--- src/inc/integrity_pkg.sv ---
// constants, register layout and types of the system integrity monitor
package integrity_pkg;
	// ============================================================
	// timing
	localparam int CLK_PERIOD_NS = 50;
	localparam int RST_OUT_MIN_NS = 20000;
	localparam int RST_OUT_CYC = (RST_OUT_MIN_NS + CLK_PERIOD_NS - 1) / CLK_PERIOD_NS;
	localparam int DELAY_SHORT_CYC = 256;
	localparam int DELAY_LONG_CYC = 4096;
	localparam int CNT_W = 13;
	// ============================================================
	// register map (byte addresses)
	localparam int ADDR_W = 12;
	localparam logic [ADDR_W-1:0] ICS_OFFSET = 12'h000;
	localparam logic [ADDR_W-1:0] OPT_OFFSET = 12'h004;
	localparam logic [7:0] ICS_RESET = 8'h00;
	// integrity_control_status fields
	localparam int SRC_SEL_BIT = 7;
	localparam int WARN_IE_BIT = 6;
	localparam int WARN_FLAG_BIT = 5;
	localparam int UVD_RF_BIT = 4;
	localparam int CLK_IE_BIT = 2;
	localparam int BACKUP_FLAG_BIT = 1;
	localparam int WDG_RF_BIT = 0;
	// option status fields
	localparam int OPT_UVD_EN_BIT = 0;
	localparam int OPT_LONG_BIT = 1;
	localparam int OPT_PLL_BIT = 2;
	localparam int OPT_GUARD_BIT = 3;
	localparam int OPT_LVL_LSB = 4;
	localparam int OPT_LINE_BIT = 6;
	// ============================================================
	// synchronised input vector
	localparam int SY_BELOW_RISE = 0;
	localparam int SY_BELOW_FALL = 1;
	localparam int SY_WARN_SUPPLY = 2;
	localparam int SY_WARN_SENSE = 3;
	localparam int SY_OSC_LOST = 4;
	localparam int SY_LINE = 5;
	localparam int SY_UVD_EN = 6;
	localparam int SY_LONG = 7;
	localparam int SY_PLL = 8;
	localparam int SY_GUARD = 9;
	localparam int SY_LVL = 10;
	localparam int SY_W = 12;
	// ============================================================
	// reset sequencer states
	typedef enum logic [1:0] {
		ST_UVD_RESET = 2'b00,
		ST_WDG_RESET = 2'b01,
		ST_DELAY = 2'b10,
		ST_RUN = 2'b11
	} seq_state_t;
endpackage : integrity_pkg

--- src/hw/sync_2ff.sv ---
// two flip-flop synchroniser for a vector of independent levels
`timescale 1ns/100ps
`default_nettype none
module sync_2ff #(
	parameter int W = 1
) (
	input wire logic clk_sys_i,
	input wire logic srst_i,
	input wire logic [W-1:0] async_i,
	output logic [W-1:0] sync_o
);
	logic [W-1:0] meta_reg;
	logic [W-1:0] sync_reg;

	// first stage read only by second stage
	always_ff @(posedge clk_sys_i) begin
		if (srst_i) begin
			meta_reg <= '0;
			sync_reg <= '0;
		end else begin
			meta_reg <= async_i;
			sync_reg <= meta_reg;
		end
	end

	assign sync_o = sync_reg;
endmodule : sync_2ff
`default_nettype wire

--- src/hw/system_integrity_monitor.sv ---
// reset line sequencer, supply warning and clock guard with APB registers
`timescale 1ns/100ps
`default_nettype none
module system_integrity_monitor
	import integrity_pkg::*;
(
	input wire logic clk_sys_i,
	input wire logic srst_i,
	// apb slave
	input wire logic psel_i,
	input wire logic penable_i,
	input wire logic pwrite_i,
	input wire logic [ADDR_W-1:0] paddr_i,
	input wire logic [31:0] pwdata_i,
	output logic [31:0] prdata_o,
	output logic pready_o,
	output logic pslverr_o,
	// analog comparators and detectors
	input wire logic below_rise_i,
	input wire logic below_fall_i,
	input wire logic warn_supply_i,
	input wire logic warn_sense_i,
	input wire logic osc_lost_i,
	// option straps
	input wire logic opt_uvd_enable_i,
	input wire logic opt_long_delay_i,
	input wire logic opt_pll_enable_i,
	input wire logic opt_guard_enable_i,
	input wire logic [1:0] opt_uvd_level_i,
	// cpu side
	input wire logic wdg_underflow_i,
	input wire logic cpu_wait_i,
	input wire logic cpu_halt_i,
	input wire logic warn_isr_enter_i,
	input wire logic irq_mask_i,
	// open-drain reset line
	input wire logic rst_line_i,
	output logic rst_line_o,
	output logic rst_line_oe_o,
	// clock and analog control, interrupts and wake
	output logic [1:0] uvd_level_o,
	output logic backup_osc_en_o,
	output logic cpu_clk_backup_o,
	output logic glitch_filter_en_o,
	output logic warn_irq_o,
	output logic clk_fail_irq_o,
	output logic wake_o
);
	// ============================================================
	// state
	typedef struct packed {
		seq_state_t st;
		logic [CNT_W-1:0] cnt;
		logic src_sel;
		logic warn_ie;
		logic warn_flag;
		logic uvd_rf;
		logic clk_ie;
		logic backup_flag;
		logic wdg_rf;
		logic backup_sel;
		logic warn_pend;
		logic [7:0] rdata;
		logic rd_err;
	} state_t;

	state_t s_reg;
	state_t s_next;
	logic [SY_W-1:0] sy;
	logic uvd_en;
	logic guard_en;
	logic [CNT_W-1:0] delay_cyc;
	logic uvd_trip;
	logic warn_raw;
	logic acc;
	logic wr;
	logic rd;
	logic hit_ics;
	logic hit_opt;
	logic [7:0] ics_val;
	logic [7:0] opt_val;
	logic warn_req;
	logic clk_req;

	// ============================================================
	// input synchronisers
	sync_2ff #(.W(SY_W)) u_sync (
		.clk_sys_i(clk_sys_i),
		.srst_i(srst_i),
		.async_i({opt_uvd_level_i, opt_guard_enable_i, opt_pll_enable_i, opt_long_delay_i,
			opt_uvd_enable_i, rst_line_i, osc_lost_i, warn_sense_i, warn_supply_i,
			below_fall_i, below_rise_i}),
		.sync_o(sy)
	);

	// ============================================================
	// decode and helpers
	assign uvd_en = sy[SY_UVD_EN];
	assign guard_en = sy[SY_GUARD];
	assign delay_cyc = sy[SY_LONG] ? CNT_W'(DELAY_LONG_CYC) : CNT_W'(DELAY_SHORT_CYC);
	// rising threshold in the undervoltage reset state, falling threshold in every other state
	assign uvd_trip = uvd_en && ((s_reg.st == ST_UVD_RESET) ? sy[SY_BELOW_RISE]
		: sy[SY_BELOW_FALL]);
	assign warn_raw = uvd_en && (s_reg.src_sel ? sy[SY_WARN_SENSE]
		: sy[SY_WARN_SUPPLY]);
	assign acc = psel_i && penable_i;
	assign wr = acc && pwrite_i;
	assign rd = acc && !pwrite_i;
	assign hit_ics = (paddr_i == ICS_OFFSET);
	assign hit_opt = (paddr_i == OPT_OFFSET);

	// register images
	always_comb begin
		ics_val = 8'h00;
		ics_val[SRC_SEL_BIT] = s_reg.src_sel;
		ics_val[WARN_IE_BIT] = s_reg.warn_ie;
		ics_val[WARN_FLAG_BIT] = s_reg.warn_flag;
		ics_val[UVD_RF_BIT] = s_reg.uvd_rf;
		ics_val[CLK_IE_BIT] = s_reg.clk_ie;
		ics_val[BACKUP_FLAG_BIT] = s_reg.backup_flag;
		ics_val[WDG_RF_BIT] = s_reg.wdg_rf;
		opt_val = 8'h00;
		opt_val[OPT_UVD_EN_BIT] = sy[SY_UVD_EN];
		opt_val[OPT_LONG_BIT] = sy[SY_LONG];
		opt_val[OPT_PLL_BIT] = sy[SY_PLL];
		opt_val[OPT_GUARD_BIT] = sy[SY_GUARD];
		opt_val[OPT_LVL_LSB +: 2] = sy[SY_LVL +: 2];
		opt_val[OPT_LINE_BIT] = sy[SY_LINE];
	end

	// ============================================================
	// next state
	always_comb begin
		s_next = s_reg;
		// reset sequencer
		case (s_reg.st)
			ST_UVD_RESET: begin
				s_next.cnt = '0;
				if (!uvd_trip) begin
					s_next.st = ST_DELAY;
				end
			end
			ST_WDG_RESET: begin
				s_next.cnt = s_reg.cnt + CNT_W'(1);
				if (uvd_trip) begin
					s_next.st = ST_UVD_RESET;
				end else if (s_reg.cnt == CNT_W'(RST_OUT_CYC - 1)) begin
					s_next.st = ST_DELAY;
					s_next.cnt = '0;
				end
			end
			ST_DELAY: begin
				s_next.cnt = s_reg.cnt + CNT_W'(1);
				if (uvd_trip) begin
					s_next.st = ST_UVD_RESET;
				end else if (s_reg.cnt == delay_cyc - CNT_W'(1)) begin
					s_next.st = ST_RUN;
					s_next.cnt = '0;
				end
			end
			ST_RUN: begin
				s_next.cnt = '0;
				if (uvd_trip) begin
					s_next.st = ST_UVD_RESET;
				end else if (wdg_underflow_i) begin
					s_next.st = ST_WDG_RESET;
				end
			end
			default: begin
				s_next.st = ST_UVD_RESET;
			end
		endcase
		// reset source flags, set only by a real trip and not by a plain system reset
		if (s_reg.st == ST_UVD_RESET && uvd_trip) begin
			s_next.uvd_rf = 1'b1;
			s_next.wdg_rf = 1'b0;
		end else if (s_reg.st == ST_WDG_RESET) begin
			s_next.wdg_rf = 1'b1;
		end
		// clock guard, off in halt
		s_next.backup_sel = guard_en && !cpu_halt_i && sy[SY_OSC_LOST];
		// register frozen in halt except the reset source flags, config kept for wake
		if (!cpu_halt_i) begin
			s_next.warn_flag = warn_raw;
			if (wr && hit_ics) begin
				s_next.src_sel = pwdata_i[SRC_SEL_BIT];
				s_next.warn_ie = pwdata_i[WARN_IE_BIT];
				s_next.clk_ie = pwdata_i[CLK_IE_BIT];
				if (!pwdata_i[UVD_RF_BIT] && s_reg.st != ST_UVD_RESET) begin
					s_next.uvd_rf = 1'b0;
				end
				if (!pwdata_i[WDG_RF_BIT] && s_reg.st == ST_RUN) begin
					s_next.wdg_rf = 1'b0;
				end
			end
			// pending warning: set beats service-entry clear
			if (warn_isr_enter_i) begin
				s_next.warn_pend = 1'b0;
			end
			if (s_reg.warn_ie && s_reg.st == ST_RUN && warn_raw != s_reg.warn_flag) begin
				s_next.warn_pend = 1'b1;
			end
			if (wr && hit_ics && pwdata_i[WARN_IE_BIT] && !s_reg.warn_ie
				&& s_reg.warn_flag) begin
				s_next.warn_pend = 1'b1;
			end
			if (!guard_en) begin
				s_next.backup_flag = 1'b0;
			end else if (s_reg.backup_sel) begin
				s_next.backup_flag = 1'b1;
			end else if (rd && hit_ics) begin
				s_next.backup_flag = 1'b0;
			end
		end
		// read data captured in the setup phase
		if (psel_i && !penable_i) begin
			s_next.rdata = hit_ics ? ics_val : (hit_opt ? opt_val : 8'h00);
			s_next.rd_err = !(hit_ics || hit_opt);
		end
	end

	// ============================================================
	// state register
	always_ff @(posedge clk_sys_i) begin
		if (srst_i) begin
			s_reg <= '{st: ST_UVD_RESET, cnt: '0, src_sel: ICS_RESET[SRC_SEL_BIT],
				warn_ie: ICS_RESET[WARN_IE_BIT], warn_flag: ICS_RESET[WARN_FLAG_BIT],
				uvd_rf: ICS_RESET[UVD_RF_BIT], clk_ie: ICS_RESET[CLK_IE_BIT],
				backup_flag: ICS_RESET[BACKUP_FLAG_BIT], wdg_rf: ICS_RESET[WDG_RF_BIT],
				backup_sel: 1'b0, warn_pend: 1'b0, rdata: 8'h00, rd_err: 1'b0};
		end else begin
			s_reg <= s_next;
		end
	end

	// ============================================================
	// outputs
	assign rst_line_o = 1'b0;
	assign rst_line_oe_o = (s_reg.st != ST_RUN);
	assign uvd_level_o = sy[SY_LVL +: 2];
	assign glitch_filter_en_o = guard_en && sy[SY_PLL];
	assign backup_osc_en_o = guard_en && !cpu_halt_i;
	assign cpu_clk_backup_o = s_reg.backup_sel;
	assign warn_req = s_reg.warn_pend;
	assign clk_req = s_reg.clk_ie && s_reg.backup_flag && guard_en;
	assign warn_irq_o = warn_req && !irq_mask_i;
	assign clk_fail_irq_o = clk_req && !irq_mask_i;
	assign wake_o = cpu_wait_i && !cpu_halt_i && (warn_irq_o || clk_fail_irq_o);
	assign prdata_o = {24'h000000, s_reg.rdata};
	assign pready_o = psel_i && penable_i;
	assign pslverr_o = psel_i && penable_i && s_reg.rd_err;
endmodule : system_integrity_monitor
`default_nettype wire

--- config.mk ---
export PLATFORM = sky130hd
export DESIGN_NAME = system_integrity_monitor
export DESIGN_NICKNAME = d
export VERILOG_FILES = /design/src/inc/integrity_pkg.sv /design/src/hw/sync_2ff.sv /design/src/hw/system_integrity_monitor.sv
export SDC_FILE = /design/constraint.sdc
export NUM_CORES = 1
export LEC_CHECK = 0
export ABC_AREA = 1
export BUFFER_PORTS_ARGS = -buffer_cell sky130_fd_sc_hd__buf_2
export CAP_MARGIN = 15
export CORE_MARGIN = 2
export CORE_UTILIZATION = 38
export DETAILED_ROUTE_END_ITERATION = 6
export PLACE_DENSITY = 0.62
export SLEW_MARGIN = 20
export SYNTH_ARGS = -nofsm -noshare
export SYNTH_HDL_FRONTEND = slang
export SYNTH_SLANG_ARGS = --single-unit
--- constraint.sdc ---
create_clock -name clk_sys_i -period 3.9 [get_ports clk_sys_i]
set_input_delay 1.17 -clock clk_sys_i [delete_from_list [all_inputs] [get_ports clk_sys_i]]
set_output_delay 1.17 -clock clk_sys_i [all_outputs]
set_load 0.01 [all_outputs]
## After elaboration in Yosys (flattened, before gate mapping)

Cells that the tools add are included.

- Add/subtract/negate cells: 2
- Multipliers: 0
- Div/mod/pow operators: 0
- Order comparisons: 0
- Equal/unequal tests: 13
- Shift-type cells: 0
- Mux-type cells: 29
- Bitwise operators: 1
- Reduce and logical (&&, ||, !) cells: 44

Operators by type and width:

| cell | number |
|---|---|
| $pmux W15 S4 | 1 |
| $mux W13 | 3 |
| $mux W15 | 2 |
| $logic_and A1 B1 Y1 | 26 |
| $mux W1 | 14 |
| $add A13 B1 Y13 const B | 1 |
| $eq A13 B13 Y1 | 1 |
| $eq A13 B9 Y1 const B | 1 |
| $sub A13 B1 Y13 const B | 1 |
| $eq A12 B3 Y1 const B | 1 |
| $logic_not A12 Y1 | 1 |
| $mux W2 | 6 |
| $ne A3 B3 Y1 const B | 4 |
| $logic_not A1 Y1 | 8 |
| $mux W8 | 1 |
| $mux W7 | 1 |
| $reduce_and A2 Y1 | 3 |
| $eq A2 B2 Y1 const B | 2 |
| $mux W4 | 1 |
| $ne A2 B2 Y1 const B | 2 |
| $reduce_and A4 Y1 | 1 |
| $reduce_bool A3 Y1 | 1 |
| $eq A2 B1 Y1 const B | 1 |
| $logic_not A2 Y1 | 1 |
| 4 further kinds | 5 |

- Bits in registers: 57
- Latch bits: 0
- Bits in writable memories: 0
- Bits in read-only memories: 0
- Output and inout port bits: 44
- Word-level logic and storage cells: 104
- Memories: 0

## Longest topological paths before layout

- Word-level depth: 8
- Mapped depth: 13

## Hierarchy

Synthesis repeated with hierarchy kept, for this count alone.

- Cell total of the unflattened synthesis: 387
- Area total of the unflattened synthesis: 2,722.6 µm²

By module, submodules not included:

| module | times used | cells an instance | area an instance (µm²) | sequential area each (µm²) |
|---|---|---|---|---|
| system_integrity_monitor | 1 | 313 | 2,039.5 | 660.6 |
| sync_2ff | 1 | 74 | 683.2 | 480.5 |

## Worst setup path before layout

OpenSTA, ideal clock, no wires.

- Path type: input -> output
- Start point: input irq_mask_i
- End point: output wake_o
- Arrival: 1.661 ns
- Required time: 2.730 ns
- Path slack: 1.069 ns
- Stages: 3
- Buffers on the path: 0
- Cells stage by stage: nor2_1 o21ai_0 nor2_1

- Longest elaborated chain between the ends: 4
- Elaborated cells between the ends (all ways): 5
- Classes of those cells: 5 x reduce/logical

Ends and longest elaborated chain:

| element | RTL line | source |
|---|---|---|
| start, declared | system_integrity_monitor.sv:35 | `input wire logic irq_mask_i,` |
| $logic_not A1 Y1 (*) | system_integrity_monitor.sv:246, system_integrity_monitor.sv:247 |  |
| $logic_and A1 B1 Y1, on equally long branches | system_integrity_monitor.sv:246, system_integrity_monitor.sv:247 |  |
| $logic_or A1 B1 Y1 (*) | system_integrity_monitor.sv:248 | `assign wake_o = cpu_wait_i && !cpu_halt_i && (warn_irq_o \|\| clk_fail_irq_o);` |
| $logic_and A1 B1 Y1 (*) | system_integrity_monitor.sv:248 |  |
| end, declared | system_integrity_monitor.sv:47 | `output logic wake_o` |

Every way passes the cells marked *; elsewhere a longest branch is shown, timed or not.

## Final worst setup path

Ends and elaborated chain as after synthesis.

==> flow_summary.json <==
{
  "status": "completed",
  "die_h_um": 89.8,
  "syn_inst": 385,
  "worstReg2RegStart": "s_reg[18]$_SDFF_PP0_",
  "critPathLaunch": "irq_mask_i",
  "critical_path.cell_chain": "buf_2, nor2_1, o21ai_0, nor2_1, buf_2",
  "r2r-end": "s_reg[27]$_SDFF_PP0_",
  "root_buffer": "clkbuf_8",
  "holdCritPathClass": "reg -> reg",
  "start_util_pct": 39.0,
  "stdcell_count": 541,
  "slew_violations": 0,
  "cts-buffers-inserted": 9,
  "yosysSeqAreaShare_pct": 40.8,
  "ys_warn_count": 0,
  "rsz0062_at_grt": "false",
  "hpwl_mm": 3.79,
  "fin_setup_tns_ns": 0,
  "p_leak_nw": 1.61,
  "grt_pass1_vias": 1983,
  "grt_max_degree": 33,
  "synth-seq-cells": 57,
  "post_cts_resized": 0,
  "portBuffers": 57,
  "gp_congestion": 0.806,
  "min_period_ns": 2.90,
  "drc": 0,
  "worstSetupPathType": "in -> out",
  "crit_fanout": 2,
  "slowest_delay_ns": 0.14,
  "syn_area_mm2": 0.00280,
  "path_buf_inv": 2,
  "largest_reg_flops": 16,
  "h-tree-depth": 3,
  "grt-ovfl-total": 0,
  "worst_slack_ns": 0.997,
  "ff2ff_path_depth": 10,
  "hold_slack_ns": 0.403,
  "ant_nets": 0,
  "dpl_worst_slack_ns": 1.01,
  "skew_ns": 0.00819,
  "clk-insertion-delay-late_ns": 0.33,
  "ios": 110,
  "nets": 504,
  "crit_arrival_ns": 1.73,
  "grt_pass1_wl_mm": 8.47,
  "power_density_mw_per_mm2": 468,
  "crit_cells": 5,
  "die_area_mm2": 0.00806,
  "endpoint_kind": "output port",
  "dp_cells": 525,
  "crit_path_end": "wake_o",
  "r2r_slack_ns": 2.03,
  "ir_worst_vdd_uv": 201,
  "routed_wl_mm": 5.11,
  "cts_sinks": 57,
  "cts_tree": "built",
  "drive_above_1_share_pct": 22.6,
  "cp.required_ns": 2.73,
  "setup_viol": 0,
  "syn_to_final_growth_pct": 15.4,
  "clk_pin_slew_worst_paths_ns": 0.07,
  "max_clock_freq_mhz": 345,
  "max_cap_violations": 0,
  "num_rows": 31,
  "cts_buffer_depth": 2,
  "cts_setup_buffers": 0,
  "post_synth_num_cell_types": 34,
  "synthArstFlopShare_pct": 0,
  "core-area_mm2": 0.00718,
  "antenna_found_initial": 0,
  "crit_family": "buffers and inverters",
  "start_kind": "input port",
  "wl_per_cell_um": 9.44,
  "cpMaxStageDelayCell": "buf_2",
  "drt_iter0_markers": 115,
  "hold_viol": 0,
  "ys.flop_type": "dfxtp_1",
  "vias": 2231,
  "synth.avg_cell_area_um2": 7.27,
  "avgViaCountPerCell": 4.12,
  "min_period_over_period_pct": 74.4,
  "holdBufCountCts": 0,
  "track_usage_pct": 13.0,
  "die_w_um": 89.8,
  "first_pass_iters": 4,
  "synth-edff-count": 0,
  "num_antenna_cells": 0
}
-- cell families after synthesis --
logic type | share of synthesized area [%]
simple gates | 27.8
buf+inv | 20.6
compound gates | 7.42
fa+ha+maj | 0.447
xor+xnor | 2.82
other cells | 0.134
flops | 40.8
-- power breakdown --
group	switching, W	internal [W]	leakage [nW]
combinational	0.000156	0.0000902	1.03
sequential	0.0000277	0.000619	0.467
clock	0.000254	0.000366	0.114
-- metal layers --
layer | part of all wire (%) | up-vias | GRT usage, %
li1 | - | 1215 | -
met1 | 48 | 942 | 16.4
met2 | 45 | 68 | 20.3
met3 | 5.0 | 6 | 3.10
met4 | 1.8 | 0 | 7.69
met5 | 0 | - | 0
-- layout make-up --
cell class                      instances  area, µm²
Clock buffer                            9        124
Clock inverter                          7        104
Fill cell                             729       3950
Inverter                               71        267
Multi-Input combinational cell        239       1170
Sequential cell                        57       1140
Tap cell                               99        124
Timing Repair Buffer                   59        300
-- how the worst min path moves through the flow --
stage	from	to	slack (ns)	depth (start not counted)
2_1_floorplan	u_sync.meta_reg[0]$_SDFF_PP0_	u_sync.sync_o[0]$_SDFF_PP0_	0.39	2
3_3_place_gp	u_sync.meta_reg[9]$_SDFF_PP0_	u_sync.sync_o[9]$_SDFF_PP0_	0.39	2
3_5_place_dp	u_sync.meta_reg[9]$_SDFF_PP0_	u_sync.sync_o[9]$_SDFF_PP0_	0.40	2
4_1_cts	u_sync.meta_reg[9]$_SDFF_PP0_	u_sync.sync_o[9]$_SDFF_PP0_	0.41	2
5_1_grt	u_sync.meta_reg[0]$_SDFF_PP0_	u_sync.sync_o[0]$_SDFF_PP0_	0.42	2
6_report	u_sync.meta_reg[9]$_SDFF_PP0_	u_sync.sync_o[9]$_SDFF_PP0_	0.40	2
-- tightest hold or removal path, delay by kind of cell (launching register included) --
family                 cells  cell delay (ns)
buffers and inverters      1             0.04
flip-flops                 1             0.30
AND/OR/NAND/NOR            1             0.03
-- synth_stat cells (4+ instances only) --
cell type	count	share of area, %
buf_4	36	9.7
o21ai_0	13	2.3
xor2_1	5	1.6
nor2_1	60	8.1
dfxtp_1	57	41
inv_1	70	9.4
nor2_2	11	2.5
a21oi_1	10	1.8
clkbuf_1	4	0.54
nand3_1	17	3.0
nand2_1	60	8.1
o211ai_1	8	2.1
nand4_1	4	0.89
xnor2_1	4	1.3
-- stage by stage --
stage | area [µm²] | util (%) | power (W)
after floorplan | 2890 | - | 0.000883
after global placement | 3000 | 41.8 | 0.000901
after detailed placement | 3000 | 41.8 | 0.000907
after CTS | 3230 | 45.0 | 0.00153
after global routing | 3230 | 45.0 | 0.00159
final | 3230 | 45.0 | 0.00151
-- cells in the final DEF (no fill, tap or decap), types with 5 or more instances in the layout --
master    instances
o211ai_1          8
a21oi_1          10
buf_2            57
o21ai_0          13
xor2_1            5
nand3_1          17
conb_1           25
dfxtp_1          57
nor2_1           60
clkbuf_8          9
inv_1            70
nor2_2           11
nand2_1          60
Note: power is estimated with default switching activity, not from simulation.
